===== src/verilog/rss_pkg.sv =====
/*
 Constants, register map, state type and shared decode for the auto-reclose
 shot sequencer. Assumes a 100 MHz system clock and a plain strobe register port.
// Operation
// - Close breaker after full dead time, line open
// - Persisting fault proceeds to next enabled shot
// - Final trip when configured or shots exhausted
// - Select fixed arcing delay or protection timing
// - Reappearing fault: rearm next shot or final trip
// - Five reclose requests, first ranks highest
// - Critical request halts sequence into lock-out
// - Unclearable fault stays locked until explicit reset
// - Higher-priority request takes over shot settings
// - Command failure locks; reset input or closed clears
// - Close waits for object success or failure
*/
package rss_pkg;
   localparam int NUM_REQ = 5;   // Prioritised reclose request inputs
   localparam int NUM_SHOT = 5;  // Shots per request
   localparam int TIME_W = 16;   // Interval width, in milliseconds
   localparam int ADDR_W = 8;
   localparam int DATA_W = 32;
   // Register byte offsets
   localparam logic [7:0] ADDR_CTRL = 8'h00;
   localparam logic [7:0] ADDR_STATUS = 8'h04;
   localparam logic [7:0] ADDR_IRQ_STAT = 8'h08;
   localparam logic [7:0] ADDR_IRQ_MASK = 8'h0C;
   localparam logic [7:0] ADDR_ARC = 8'h10;
   localparam logic [7:0] ADDR_RECLAIM = 8'h14;
   localparam logic [7:0] ADDR_REQ_BASE = 8'h20;
   localparam logic [7:0] ADDR_REQ_END = 8'h34;
   // Control fields
   localparam int CTRL_ENABLE = 0;
   localparam int CTRL_FIXED_ARC = 1;
   localparam int CTRL_REARM = 2;
   localparam int CTRL_FORCE_FINAL = 3;
   localparam int CTRL_LOCK_CLR = 8;
   // Status fields
   localparam int ST_SHOT_LSB = 4;
   localparam int ST_REQ_LSB = 8;
   localparam int ST_LOCK = 12;
   localparam int ST_FINAL = 13;
   localparam int ST_FAIL = 14;
   // Interrupt bits
   localparam int IRQ_RECLOSE = 0;
   localparam int IRQ_FINAL = 1;
   localparam int IRQ_LOCK = 2;
   localparam int IRQ_CRIT = 3;
   localparam int IRQ_FAIL = 4;
   localparam int IRQ_W = 5;
   // Per-request config: shot enables low, dead time high
   localparam int REQ_DEAD_LSB = 16;
   // Reset values
   localparam logic [3:0] CTRL_RESET = 4'h0;
   localparam logic [TIME_W-1:0] ARC_RESET = 16'h00C8;
   localparam logic [TIME_W-1:0] RECLAIM_RESET = 16'h2710;
   localparam logic [31:0] REQ_CFG_RESET = 32'h00C8_0001;
   // Time base
   localparam int TIME_UNIT_NS = 1000000;
   localparam int CLK_PERIOD_NS = 10;
   localparam int TICK_CYCLES_DFLT = (TIME_UNIT_NS + CLK_PERIOD_NS - 1) / CLK_PERIOD_NS;
   localparam logic [2:0] NO_SHOT = 3'h5;  // Marks no enabled shot left

   typedef enum logic [3:0] {
      ST_IDLE, ST_ARC, ST_WAIT_OPEN, ST_DEAD, ST_CLOSE_WAIT, ST_RECLAIM, ST_FINALTRIP,
      ST_LOCKOUT
   } rss_state_t;

   // Lowest set index at or above from; NO_SHOT when none
   function automatic logic [2:0] rss_first_set(input logic [4:0] v, input logic [2:0] from);
      logic [2:0] r;
      r = NO_SHOT;
      for (int i = NUM_SHOT - 1; i >= 0; i--) begin
         if (v[i] && (i >= int'(from))) begin
            r = 3'(i);
         end
      end
      return r;
   endfunction
endpackage


===== src/verilog/rss_timer_if.sv =====
/*
 Carrier between the sequencer and its interval timer.
 Assumes both ends share ref_clk.
*/
`timescale 1ns/1ns
interface rss_timer_if;
   import rss_pkg::*;
   logic start;               // One-cycle load pulse
   logic [TIME_W-1:0] load;   // Interval in milliseconds
   logic done;                // One-cycle expiry pulse
   modport ctl (output start, output load, input done);
   modport tmr (input start, input load, output done);
endinterface

===== src/verilog/rss_prio_arb.sv =====
/*
 Fixed-priority arbiter over the reclose requests; bit 0 ranks highest.
 Assumes requests are synchronous levels.
*/
`timescale 1ns/1ns
module rss_prio_arb #(
   parameter int N = rss_pkg::NUM_REQ
) (
   input wire logic [N-1:0] req,
   output logic any,
   output logic [2:0] idx
);
   import rss_pkg::*;
   // Shared decode serves exactly NUM_REQ requests
   if (N != NUM_REQ) begin : g_bad_n
      $error("rss_prio_arb: N must equal NUM_REQ");
   end
   // Lowest index wins, so simultaneous requests resolve to the top one
   assign idx = rss_first_set(req, 3'h0);
   assign any = |req;
endmodule


===== src/verilog/rss_sequencer.sv =====
/*
 Auto-reclose shot sequencer: register port, arbitration, interval timing,
 shot sequencing, lock-out and interrupt. Assumes synchronous inputs and a
 breaker object-control block that acknowledges close success or failure.
*/
`timescale 1ns/1ns
module rss_sequencer #(
   parameter int TICK_CYCLES = rss_pkg::TICK_CYCLES_DFLT
) (
   input wire logic ref_clk,
   input wire logic rst,
   input wire logic [rss_pkg::ADDR_W-1:0] reg_addr,
   input wire logic [rss_pkg::DATA_W-1:0] reg_wdata,
   input wire logic reg_wr,
   input wire logic reg_rd,
   output logic [rss_pkg::DATA_W-1:0] reg_rdata,
   input wire logic [rss_pkg::NUM_REQ-1:0] reclose_request,
   input wire logic critical_request,
   input wire logic breaker_open,
   input wire logic breaker_closed,
   input wire logic open_fail,
   input wire logic close_fail,
   input wire logic lock_reset_in,
   output logic open_cmd,
   output logic close_cmd,
   output logic final_trip,
   output logic lockout,
   output logic irq
);
   import rss_pkg::*;

   rss_state_t state, next_state;       // Sequence position
   logic [3:0] ctrl;                    // Enable, fixed arc, rearm, force final
   logic [TIME_W-1:0] arc_time;         // Fixed arcing delay, ms
   logic [TIME_W-1:0] reclaim_time;     // Reclaim interval, ms
   logic [DATA_W-1:0] req_cfg [NUM_REQ];
   logic [IRQ_W-1:0] irq_stat, irq_mask;
   logic [2:0] shot, next_shot;         // Current shot index
   logic [2:0] active_req, next_req;    // Request whose settings apply
   logic fail_lock;                     // Lock-out caused by command failure
   logic fault_cleared;                 // Request dropped since reclose
   logic crit_d;

   rss_timer_if tif ();
   rss_timer #(.TICK_CYCLES(TICK_CYCLES)) u_timer (
      .ref_clk(ref_clk),
      .rst(rst),
      .t(tif.tmr)
   );

   wire req_any;
   wire [2:0] req_idx;
   rss_prio_arb #(.N(NUM_REQ)) u_arb (
      .req(reclose_request),
      .any(req_any),
      .idx(req_idx)
   );

   // Register decode
   wire wr_ctrl = reg_wr && (reg_addr == ADDR_CTRL);
   wire wr_stat = reg_wr && (reg_addr == ADDR_IRQ_STAT);
   wire wr_mask = reg_wr && (reg_addr == ADDR_IRQ_MASK);
   wire wr_arc = reg_wr && (reg_addr == ADDR_ARC);
   wire wr_recl = reg_wr && (reg_addr == ADDR_RECLAIM);
   wire req_hit = (reg_addr >= ADDR_REQ_BASE) && (reg_addr < ADDR_REQ_END)
                  && (reg_addr[1:0] == 2'b00);
   wire [7:0] req_off = reg_addr - ADDR_REQ_BASE;
   wire [2:0] req_sel = req_off[4:2];

   // Configuration views
   wire cfg_enable = ctrl[CTRL_ENABLE];
   wire cfg_fixed_arc = ctrl[CTRL_FIXED_ARC];
   wire cfg_rearm = ctrl[CTRL_REARM];
   wire cfg_force_final = ctrl[CTRL_FORCE_FINAL];
   wire lock_clear = lock_reset_in || (wr_ctrl && reg_wdata[CTRL_LOCK_CLR]);
   wire cmd_fail = open_fail || close_fail;
   wire [4:0] act_mask = req_cfg[active_req][NUM_SHOT-1:0];
   wire [4:0] new_mask = req_cfg[req_idx][NUM_SHOT-1:0];
   wire [TIME_W-1:0] act_dead = req_cfg[active_req][REQ_DEAD_LSB +: TIME_W];
   wire [2:0] first_shot = rss_first_set(new_mask, 3'h0);
   wire [2:0] later_shot = rss_first_set(act_mask, shot + 3'h1);
   wire seq_active = (state == ST_ARC) || (state == ST_WAIT_OPEN) || (state == ST_DEAD)
                     || (state == ST_CLOSE_WAIT) || (state == ST_RECLAIM);
   // Arcing delay only when configured; otherwise protection opens the breaker
   wire [3:0] open_path = cfg_fixed_arc ? 4'(ST_ARC) : 4'(ST_WAIT_OPEN);

   // Next state
   always_comb begin
      next_state = state;
      next_shot = shot;
      next_req = active_req;
      if (critical_request) begin
         next_state = ST_LOCKOUT;
      end else if (cmd_fail) begin
         next_state = ST_LOCKOUT;
      end else begin
         unique case (state)
            ST_IDLE: begin
               if (cfg_enable && req_any && breaker_closed) begin
                  next_req = req_idx;
                  next_shot = first_shot;
                  if (cfg_force_final || (first_shot == NO_SHOT)) begin
                     next_state = ST_FINALTRIP;
                  end else begin
                     next_state = rss_state_t'(open_path);
                  end
               end
            end
            ST_ARC: begin
               if (tif.done) begin
                  next_state = ST_WAIT_OPEN;
               end
            end
            ST_WAIT_OPEN: begin
               if (breaker_open) begin
                  next_state = ST_DEAD;
               end
            end
            ST_DEAD: begin
               // Dead time counts only with the line de-energised
               if (!breaker_open) begin
                  next_state = ST_WAIT_OPEN;
               end else if (tif.done) begin
                  next_state = ST_CLOSE_WAIT;
               end
            end
            ST_CLOSE_WAIT: begin
               // No own time-out: object control reports failure
               if (breaker_closed) begin
                  next_state = ST_RECLAIM;
               end
            end
            ST_RECLAIM: begin
               if (req_any) begin
                  if ((later_shot != NO_SHOT) && (!fault_cleared || cfg_rearm)) begin
                     next_shot = later_shot;
                     next_state = rss_state_t'(open_path);
                  end else begin
                     next_state = ST_FINALTRIP;
                  end
               end else if (tif.done) begin
                  next_state = ST_IDLE;
               end
            end
            ST_FINALTRIP: begin
               next_state = ST_LOCKOUT;
            end
            ST_LOCKOUT: begin
               // Failure lock-out also clears on a closed breaker
               if (lock_clear || (fail_lock && breaker_closed)) begin
                  next_state = ST_IDLE;
               end
            end
         endcase
         // An evolving fault moves to the higher-priority settings
         if (seq_active && req_any && (req_idx < active_req)) begin
            next_req = req_idx;
         end
      end
   end

   // Timer control
   wire entering = (next_state != state);
   assign tif.start = entering && ((next_state == ST_ARC) || (next_state == ST_DEAD)
                      || (next_state == ST_RECLAIM));
   assign tif.load = (next_state == ST_ARC) ? arc_time :
                     (next_state == ST_DEAD) ? act_dead : reclaim_time;

   // Events
   wire go_open = ((state == ST_ARC) && (next_state == ST_WAIT_OPEN)) || (state == ST_FINALTRIP);
   wire go_close = (state == ST_DEAD) && (next_state == ST_CLOSE_WAIT);
   wire go_lock = (next_state == ST_LOCKOUT) && (state != ST_LOCKOUT);
   wire [IRQ_W-1:0] events = {cmd_fail, critical_request && !crit_d, go_lock,
                              state == ST_FINALTRIP, go_close};

   // Sequence registers
   always_ff @(posedge ref_clk or posedge rst) begin
      if (rst) begin
         state <= ST_IDLE;
         shot <= '0;
         active_req <= '0;
         crit_d <= 1'b0;
      end else begin
         state <= next_state;
         shot <= next_shot;
         active_req <= next_req;
         crit_d <= critical_request;
      end
   end

   // Command pulses and lock indications
   always_ff @(posedge ref_clk or posedge rst) begin
      if (rst) begin
         open_cmd <= 1'b0;
         close_cmd <= 1'b0;
         lockout <= 1'b0;
         final_trip <= 1'b0;
         fail_lock <= 1'b0;
      end else begin
         open_cmd <= go_open;
         close_cmd <= go_close;
         lockout <= (next_state == ST_LOCKOUT);
         final_trip <= (next_state == ST_FINALTRIP) || (next_state == ST_LOCKOUT && final_trip);
         if (next_state != ST_LOCKOUT) begin
            fail_lock <= 1'b0;
         end else if (cmd_fail && !critical_request) begin
            fail_lock <= 1'b1;
         end
      end
   end

   // Discrimination: note whether the fault dropped after reclosing
   always_ff @(posedge ref_clk or posedge rst) begin
      if (rst) begin
         fault_cleared <= 1'b0;
      end else if (state != ST_RECLAIM) begin
         fault_cleared <= 1'b0;
      end else if (!req_any) begin
         fault_cleared <= 1'b1;
      end
   end

   // Configuration writes
   always_ff @(posedge ref_clk or posedge rst) begin
      if (rst) begin
         ctrl <= CTRL_RESET;
         arc_time <= ARC_RESET;
         reclaim_time <= RECLAIM_RESET;
         irq_mask <= '0;
         for (int i = 0; i < NUM_REQ; i++) begin
            req_cfg[i] <= REQ_CFG_RESET;
         end
      end else begin
         if (wr_ctrl) ctrl <= reg_wdata[3:0];
         if (wr_arc) arc_time <= reg_wdata[TIME_W-1:0];
         if (wr_recl) reclaim_time <= reg_wdata[TIME_W-1:0];
         if (wr_mask) irq_mask <= reg_wdata[IRQ_W-1:0];
         if (reg_wr && req_hit) req_cfg[req_sel] <= reg_wdata;
      end
   end

   // Sticky status; a new event wins over a write-one clear
   always_ff @(posedge ref_clk or posedge rst) begin
      if (rst) begin
         irq_stat <= '0;
      end else begin
         irq_stat <= (irq_stat & ~(wr_stat ? reg_wdata[IRQ_W-1:0] : '0)) | events;
      end
   end
   assign irq = |(irq_stat & irq_mask);

   // Read mux; unmapped addresses read zero
   wire [DATA_W-1:0] status_word = DATA_W'({fail_lock, final_trip, lockout, 1'b0,
                                    active_req, 1'b0, shot, 4'(state)});
   wire [DATA_W-1:0] rd_mux =
      (reg_addr == ADDR_CTRL) ? DATA_W'(ctrl) :
      (reg_addr == ADDR_STATUS) ? status_word :
      (reg_addr == ADDR_IRQ_STAT) ? DATA_W'(irq_stat) :
      (reg_addr == ADDR_IRQ_MASK) ? DATA_W'(irq_mask) :
      (reg_addr == ADDR_ARC) ? DATA_W'(arc_time) :
      (reg_addr == ADDR_RECLAIM) ? DATA_W'(reclaim_time) :
      req_hit ? req_cfg[req_sel] : '0;

   // Read data valid the cycle after the strobe only
   always_ff @(posedge ref_clk or posedge rst) begin
      if (rst) begin
         reg_rdata <= '0;
      end else begin
         reg_rdata <= reg_rd ? rd_mux : '0;
      end
   end
endmodule


===== src/verilog/rss_timer.sv =====
/*
 Millisecond interval timer with its own prescaler.
 Assumes start is a one-cycle pulse; a new start restarts the interval.
*/
`timescale 1ns/1ns
module rss_timer #(
   parameter int TICK_CYCLES = rss_pkg::TICK_CYCLES_DFLT
) (
   input wire logic ref_clk,
   input wire logic rst,
   rss_timer_if.tmr t
);
   import rss_pkg::*;
   // Refuse a prescaler that could never wrap
   if (TICK_CYCLES < 1) begin : g_bad_tick
      $error("rss_timer: TICK_CYCLES must be at least one");
   end
   logic [31:0] pre;           // Cycles within the current millisecond
   logic [TIME_W-1:0] cnt;     // Milliseconds left
   logic run;                  // Interval in progress
   logic done_q;
   wire tick = (pre == 32'(TICK_CYCLES - 1));
   wire expire = run && (cnt == '0) && !t.start;
   assign t.done = done_q;

   // Restart on start; count down one ms per prescaler wrap
   always_ff @(posedge ref_clk or posedge rst) begin
      if (rst) begin
         pre <= '0;
         cnt <= '0;
         run <= 1'b0;
         done_q <= 1'b0;
      end else begin
         done_q <= expire;
         if (t.start) begin
            pre <= '0;
            cnt <= t.load;
            run <= 1'b1;
         end else if (expire) begin
            run <= 1'b0;
         end else if (run) begin
            pre <= tick ? '0 : pre + 32'h0000_0001;
            if (tick) begin
               cnt <= cnt - 16'h0001;
            end
         end
      end
   end
endmodule


===== config.mk =====
export PLATFORM = sky130hd
export DESIGN_NAME = rss_sequencer
export DESIGN_NICKNAME = d
export VERILOG_FILES = /design/src/verilog/rss_pkg.sv /design/src/verilog/rss_timer_if.sv /design/src/verilog/rss_prio_arb.sv /design/src/verilog/rss_sequencer.sv /design/src/verilog/rss_timer.sv
export SDC_FILE = /design/constraint.sdc
export NUM_CORES = 1
export LEC_CHECK = 0
export ABC_CLOCK_PERIOD_IN_PS = 12400
export BUFFER_PORTS_ARGS = -buffer_cell sky130_fd_sc_hd__buf_2
export CORE_ASPECT_RATIO = 1.1
export CORE_UTILIZATION = 50
export DETAILED_ROUTE_END_ITERATION = 10
export PLACE_DENSITY = 0.68
export SLEW_MARGIN = 10
export SYNTH_ARGS = -nofsm -noshare
export SYNTH_HDL_FRONTEND = slang
export SYNTH_SLANG_ARGS = --single-unit

===== constraint.sdc =====
create_clock -name ref_clk -period 12.4 [get_ports ref_clk]
set_input_delay 0.62 -clock ref_clk [delete_from_list [all_inputs] [get_ports ref_clk]]
set_output_delay 0.62 -clock ref_clk [all_outputs]
set_load 0.02 [all_outputs]

==> results of run 1 <==
==> registers in the layout, indices dropped and copies added, names as in the netlist, 3 cells and up <==
signal	count
u_timer.pre	32
irq_mask	5
irq_stat	5
state	4
active_req	3
u_timer.cnt	16
shot	3
reg_rdata	32
ctrl	4
req_cfg	160
arc_time	16
reclaim_time	16
==> cell type report <==
class,instances,area (um2),area share (%)
Clock buffer,51,1030,5.78
Sequential cell,305,7670,43.2
Multi-Input combinational cell,945,7740,43.6
Timing Repair Buffer,109,591,3.33
Inverter,22,90.1,0.508
Clock inverter,10,104,0.585
Tap cell,420,526,2.96
==> worst max-delay path, delay by kind of cell, from the launching register on <==
| family | cells | cell delay, ns |
|---|---|---|
| AND/OR/NAND/NOR | 4 | 1.69 |
| AO/OA/AOI/OAI | 4 | 1.22 |
| flip-flops | 1 | 0.33 |
| multiplexers | 1 | 0.31 |
| buffers and inverters | 2 | 1.00 |
==> report_power, final <==
part | total (mW) | internal [mW] | switching, mW
combinational | 0.334 | 0.119 | 0.215
sequential | 1.08 | 1.04 | 0.0359
clock | 1.01 | 0.614 | 0.399
total | 2.42 | 1.77 | 0.650
==> path summary, 6_finish.rpt <==
| kind | startpoint | to | slack (ns) |
|---|---|---|---|
| max in group asynchronous | rst | req_cfg[135]$_DFFE_PP0P_ | 10.00 |
| worst min register to register | crit_d$_DFF_PP0_ | irq_stat[3]$_DFF_PP0_ | 0.43 |
| worst max-delay path | active_req[0]$_DFFE_PP0P_ | u_timer.cnt[10]$_DFFE_PP0P_ | 7.70 |
| worst max register to register | active_req[0]$_DFFE_PP0P_ | u_timer.cnt[10]$_DFFE_PP0P_ | 7.70 |
| worst min-delay path | rst | u_timer.pre[16]$_DFFE_PP0P_ | 0.21 |
| min in group ref_clk | critical_request | crit_d$_DFF_PP0_ | 0.26 |
==> per-layer routing <==
layer  track usage [%]  up-vias  share of wire [%]
li1                  -     5110                  -
met1              36.1     5897                 44
met2              40.7      381                 46
met3              4.58       94                5.9
met4              10.5        0                3.8
met5                 0        -                  0
==> Yosys cell counts, types with 4 or more instances <==
library cell and n:
dfrtp_1 277, mux2_2 229, nor2_1 93, mux2i_1 78
nand2_1 74, a21oi_1 66, o21ai_0 53, clkbuf_1 45
nand3_1 35, mux4_2 32, dfstp_2 28, o22ai_1 25
nand2b_1 24, buf_1 22, inv_1 21, xor2_1 19
and3_1 15, xnor2_1 14, nor3_1 12, nor4_1 12
nand4_1 10, buf_2 9, nor3b_1 9, nor2b_1 8
or3_1 8, ha_1 7, a31oi_1 6, nand3b_1 6
o221ai_1 6, o31ai_1 6, a211oi_1 5, a222oi_1 5
a22oi_1 5, and4_1 5, nor4b_1 5, o21a_1 5
or4_1 5, a21o_1 4, buf_6 4, o211ai_1 4
==> cell families (layout without fill, tap and decap cells) <==
| logic type | after synthesis | count (layout) | synth area share [%] |
|---|---|---|---|
| adders and majority gates | 7 | 7 | 0.553 |
| and+or+nand+nor | 348 | 348 | 11.7 |
| xor gates and xnor gates | 33 | 33 | 1.82 |
| AOI/OAI and AO/OA | 218 | 218 | 8.82 |
| buffers and inverters | 106 | 192 | 2.91 |
| muxes | 339 | 339 | 25.8 |
| DFF | 305 | 305 | 48.4 |
==> results.md, run 1 <==
* Status: completed
* Post-Place Cells at 1801
* Sequential area share after synthesis at between 40% and 50%
* Fin. max-slew vios at 0
* Clock root buffer: clkbuf_16
* CP Capture Type: flip-flop
* DRC at 0
* Final #Nets at ~1500
* Worst-skew pair later-pin latency at 0.51 ns
* Fin crit period at 4.70 ns
* Vias per cell at ~6.2
* WS Path Type: reg -> reg
* Area contributors post-synth: dfrtp_1 (44%), mux2_2 (16%), mux2i_1 (4.9%)
* Detail Placement HPWL at about 27 mm
* Die area at 0.0324 mm2
* FF+latch count, synth at 305
* Routed Antenna Nets at 0
* Post-route cell area at around 0.018 mm2
* Commonest non-fill, non-tap cell in the layout: dfrtp_1
* Die Height at roughly 190 um
* Final non-filler cell total at 1862
* Lkg Pwr at 8.09 nW
* Synthesized net count at ~1400
* Initial Utilization at 50.6%
* Max-cap viol count at 0
* Antenna violations before repair at 0
* Hold Worst Slack at 0.206 ns
* Final period utilization at 37.9%
* Hold-fix buffers, CTS at 0
* Final setup fails at 0
* Worst slew pin tran at approximately 1.2 ns
* Worst Clk Skew at ~0.014 ns
* CTS Sinks at 305
* Clk buf depth at 3
* Most frequent CP cell: buf_4
* Total track usage at a little over a quarter
* Pre-CTS setup slack at 7.58 ns
* Synth area leader: dfrtp_1
* Filler Cell Count at ~2600
* Ys async rst share at between 90% and 100%
* PortBufs at 91
* Syn Inst Count at 1356
* Pwr Total at between 2 and 2.5 mW
* Synth Flop Type: dfrtp_1
* Antenna cells at 0
* Die span in x at 172 um
* PostCTS Resize Cnt at 0
* Setup Buffers After CTS at 0
* DR iter-0 viols at 820
* Mapped Avg Cell Area at ~12 um2
* CP required at approximately 13 ns
* Synth warnings at 0
* DP Area at ~0.017 mm2
* Crit path arrival time at approximately 5.1 ns
* TritonRoute pass-1 iters at 7
* Per-cell routed wire length at around 22 um
* Fmax at 213 MHz
* Slew HR at 18.8%
* Fin util at a little under three fifths
* TritonCTS clock tree: yes
* Layout area overhead at 12.0%
* Worst Path Max Fanout at 50
* Cell Pwr Density at between 100 and 150 mW/mm2
* Vias in the first global route at approximately 11000
* Routability cong. at a little over 0.9
* RSZ-0062 raised after global routing: false
* Startpoint Class: flip-flop
* Netlist cell types at 78
* Final WL at between 40 and 50 mm
* Final worst slack at 7.70 ns
* H-Tree Depth at 2
* Commonest cells after routing, fill and taps aside: dfrtp_1 (277), mux2_2 (229), nor2_1 (92)
* Final hold viol count at 0
* Yosys top cell area share at a little over two fifths
* Worst-path clk slew at around 0.06 ns
* Number of synthesized flops with an enable pin at 0
* Crit path cell chain: buf_4 > nor2b_1 > a22oi_1 > a221oi_1 > nor4b_1 > nand3_1 > nand4_1 > o22ai_1 > o21a_2 > buf_4 > mux2i_1
* First-pass GRT wire length at ~65 mm
* CTS buffer count at 34
* Largest net degree at the start of global routing at between 90 and 100
* Rows at 68
* GRT Residual Overflow at 0
* Mapped Area at 0.0158 mm2
* Worst Reg-to-Reg Cells at 11
* Core area at about 0.031 mm2
* Worst Hold Class: in -> async
* Number of I/O pins at 92
* Critical path's largest stage delay at 0.95 ns
* Final setup TNS at 0 ns
* Vias at between 10000 and 15000
* Critical-path top delay cell: nand4_1
* Share of layout cells above drive strength 1 at 33.5%
* Worst vdd ir at about 0.098 mV
(Power assumes the default switching activity.)
==> run 2, diff against run 1 <==
- ABC_AREA: not set -> 1
- ABC_CLOCK_PERIOD_IN_PS: 12400 -> 4890
- clock period: 12.4 -> 4.89 ns (I/O delays scaled with it)
==> results.md, run 2 <==
* Status: completed
* Syn Inst Count at 1999 (+47%)
* WS Path Type: reg -> reg
* Top-count cell post-synth: nand2_1
* Final non-filler cell total at 2497 (+34%)
* Worst vdd ir at 0.351 mV (+260%)
* Mapped Area at 0.0158 mm2 (about the same)
* Worst-skew pair later-pin latency at 0.53 ns (+0.02 ns)
* Fin crit period at 3.79 ns (-0.910 ns)
* Number of synthesized flops with an enable pin at 0 (unchanged)
* Die span in x at 172 um (about the same)
* Adder-cell share of the synthesized area at 0.553% (about the same)
* Per-cell routed wire length at 18.8 um (-15%)
* Netlist cell types at 55 (-29%)
* Initial Utilization at 51.3% (+0.73 points)
* Slew HR at 18.2% (-0.63 points)
* Total track usage at 29.6% (+3.4 points)
* Synth Area in Compound Gates at 19.5% (+11 points)
* Filler Cell Count at 2946 (+11%)
* Top flop regs: req_cfg x160, reg_rdata x32, u_timer.pre x32
* Final #Nets at 2119 (+43%)
* Post-synth top cells: nand2_1 (498), o21ai_0 (290), dfrtp_1 (277), nor2_1 (156), inv_1 (152)
* Largest net degree at the start of global routing at 149 (+60%)
* Cell Pwr Density at 379 mW/mm2 (+180%)
* Synthesized net count at 2061 (+45%)
* Mapped Avg Cell Area at 7.92 um2 (-32%)
* Share of layout cells above drive strength 1 at 12.0% (-21 points)
* Max FFs per register at 160 (unchanged)
* Worst Hold Class: in -> reg
* Commonest non-fill, non-tap cell in the layout: nand2_1
* Clk buf depth at 3 (unchanged)
* Fmax at 264 MHz (+24%)
* H-Tree Depth at 2 (unchanged)
* CP Capture Type: flip-flop
* Routed Antenna Nets at 0 (unchanged)
* Post-synthesis simple-gate area fraction at 23.1% (+11 points)
* Vias at 14541 (+27%)
* Antenna cells at 0 (unchanged)
* DRC at 0 (unchanged)
* Worst slew pin tran at 1.22 ns (+0.00876 ns)
* Rows at 67 (-1.5%)
* PortBufs at 91 (unchanged)
* Worst Path Max Fanout at 25 (-50%)
* Post-Place Cells at 2428 (+35%)
* Die area at 0.0324 mm2 (about the same)
* Area contributors post-synth: dfrtp_1 (44%), nand2_1 (12%), o21ai_0 (9.2%)
* Setup Buffers After CTS at 0 (unchanged)
* Max-cap viol count at 0 (unchanged)
* Core area at 0.0308 mm2 (-1.5%)
* GRT Residual Overflow at 0 (unchanged)
* Final WL at 47.0 mm (+13%)
* TritonRoute pass-1 iters at 6 (-1)
* Final setup fails at 0 (unchanged)
* Fin. max-slew vios at 0 (unchanged)
* DR iter-0 viols at 1287 (+57%)
* Final period utilization at 77.5% (+40 points)
* Yosys top cell area share at 43.8% (about the same)
* Routability cong. at 0.974 (+7.3%)
* CP required at 5.29 ns (-7.52 ns)
* Ys async rst share at 100% (unchanged)
* Sequential area share after synthesis at 48.4% (about the same)
* Synth Flop Type: dfrtp_1
* Largest family of logic cells by synthesized area: simple AND/OR/NAND/NOR gates
* Antenna violations before repair at 0 (unchanged)
* Die Height at 189 um (about the same)
* Final setup TNS at 0 ns (unchanged)
* CTS Sinks at 305 (unchanged)
* Clock root buffer: clkbuf_16
* Worst-path clk slew at 0.06 ns (about the same)
* Synth area leader: dfrtp_1
* First-pass GRT wire length at 74.8 mm (+15%)
* Worst Clk Skew at 0.0232 ns (+0.00934 ns)
* RSZ-0062 raised after global routing: false
* Number of I/O pins at 92 (unchanged)
* Detail Placement HPWL at 31.1 mm (+15%)
* Vias in the first global route at 13818 (+21%)
* Vias per cell at 5.82 (-5.6%)
* Commonest cells after routing, fill and taps aside: nand2_1 (497), o21ai_0 (290), dfrtp_1 (277)
* TritonCTS clock tree: yes
* Lkg Pwr at 8.30 nW (+2.6%)
* Layout area overhead at 13.2%
* Xor and xnor fraction of the mapped netlist area at 1.77% (-0.054 points)
* Top reg by flops: req_cfg
* FF+latch count, synth at 305 (unchanged)
* CTS buffer count at 35 (+2.9%)
* Startpoint Class: flip-flop
* Crit path arrival time at 4.19 ns (-0.92 ns)
* Post-synthesis mux area share at 0% (-26 points)
* Final hold viol count at 0 (unchanged)
* Synth warnings at 0 (unchanged)
## run 2: stage by stage
stage | setup WS, ns | util [%] | instance area, um2 | hold WS, ns | power, mW
after floorplan | 0.611 | - | 15800 | 0.276 | 3.67
after global placement | 1.14 | 53.8 | 16600 | 0.388 | 3.94
after detailed placement | 1.13 | 53.8 | 16600 | 0.394 | 3.97
after CTS | 1.08 | 58.1 | 17900 | 0.0138 | 6.83
after global routing | 0.769 | 58.1 | 17900 | 0.0338 | 7.11
final | 1.10 | 58.1 | 17900 | 0.0329 | 6.80
## run 2: final cells by class
class | instances | area [um2] | area share (%)
flip-flops and latches | 305 | 7670 | 42.8
multi-input cells | 1426 | 7110 | 39.7
clock buffers | 45 | 995 | 5.55
repair buffers | 124 | 743 | 4.15
inverters | 165 | 626 | 3.49
well taps | 414 | 518 | 2.89
clock inverters | 18 | 269 | 1.50
## run 2: per-layer routing
layer  GRT usage (%)  vias to the layer above  part of all wire (%)
li1                -                     6878                     -
met1            41.0                     6966                    43
met2            47.2                      607                    46
met3            4.91                       90                   7.8
met4            9.34                        0                   2.6
met5               0                        -                     0
## run 2: worst paths after layout
kind,from,end,slack [ns],cells past startpoint
max in group asynchronous,rst,req_cfg[77]$_DFFE_PP0P_,3.24,4
max,u_timer.cnt[0]$_DFFE_PP0P_,u_timer.pre[29]$_DFFE_PP0P_,1.10,15
min reg2reg,crit_d$_DFF_PP0_,irq_stat[3]$_DFF_PP0_,0.43,1
min in group asynchronous,rst,reg_rdata[7]$_DFF_PP0_,0.43,3
min,reg_wdata[23],req_cfg[87]$_DFFE_PP1P_,0.03,3
max reg2reg,u_timer.cnt[0]$_DFFE_PP0P_,u_timer.pre[29]$_DFFE_PP0P_,1.10,15
## run 2: what timing repair did
item / 4_1_cts / 5_1_grt
setup endpoints to repair: 0 / 0
hold buffers: 6 / 0
hold endpoints to repair: 37 / 0
resized for setup: 0 / 0
## run 2: kinds of logic (layout without fill, tap and decap cells)
family | count (synthesis) | after routing
AOI/OAI and AO/OA | 538 | 538
xor gates and xnor gates | 32 | 32
adders and majority gates | 7 | 7
buffers and inverters | 268 | 352
DFF | 305 | 305
and+or+nand+nor | 849 | 849
## run 2: critical path, cell delays in order, from the launching register on
cell	delay [ns]
dfrtp_1	0.38
inv_1	0.10
ha_1	0.19
nand2_1	0.10
nor3_2	0.20
inv_2	0.05
nor3_2	0.15
nand3_1	0.15
nor3_2	0.19
nand3_1	0.14
or3_1	0.34
nand2_1	0.64
inv_1	0.49
nor2_8	0.37
nand2_1	0.08
o31ai_1	0.07
## run 2: power by group
part           internal (mW)  total, mW  switching (mW)  leakage [nW]
registers               2.75       2.98           0.225          4.00
logic                  0.344      0.967           0.624          3.69
clock network           1.76       2.86            1.09         0.611
total                   4.86       6.80            1.94          8.30
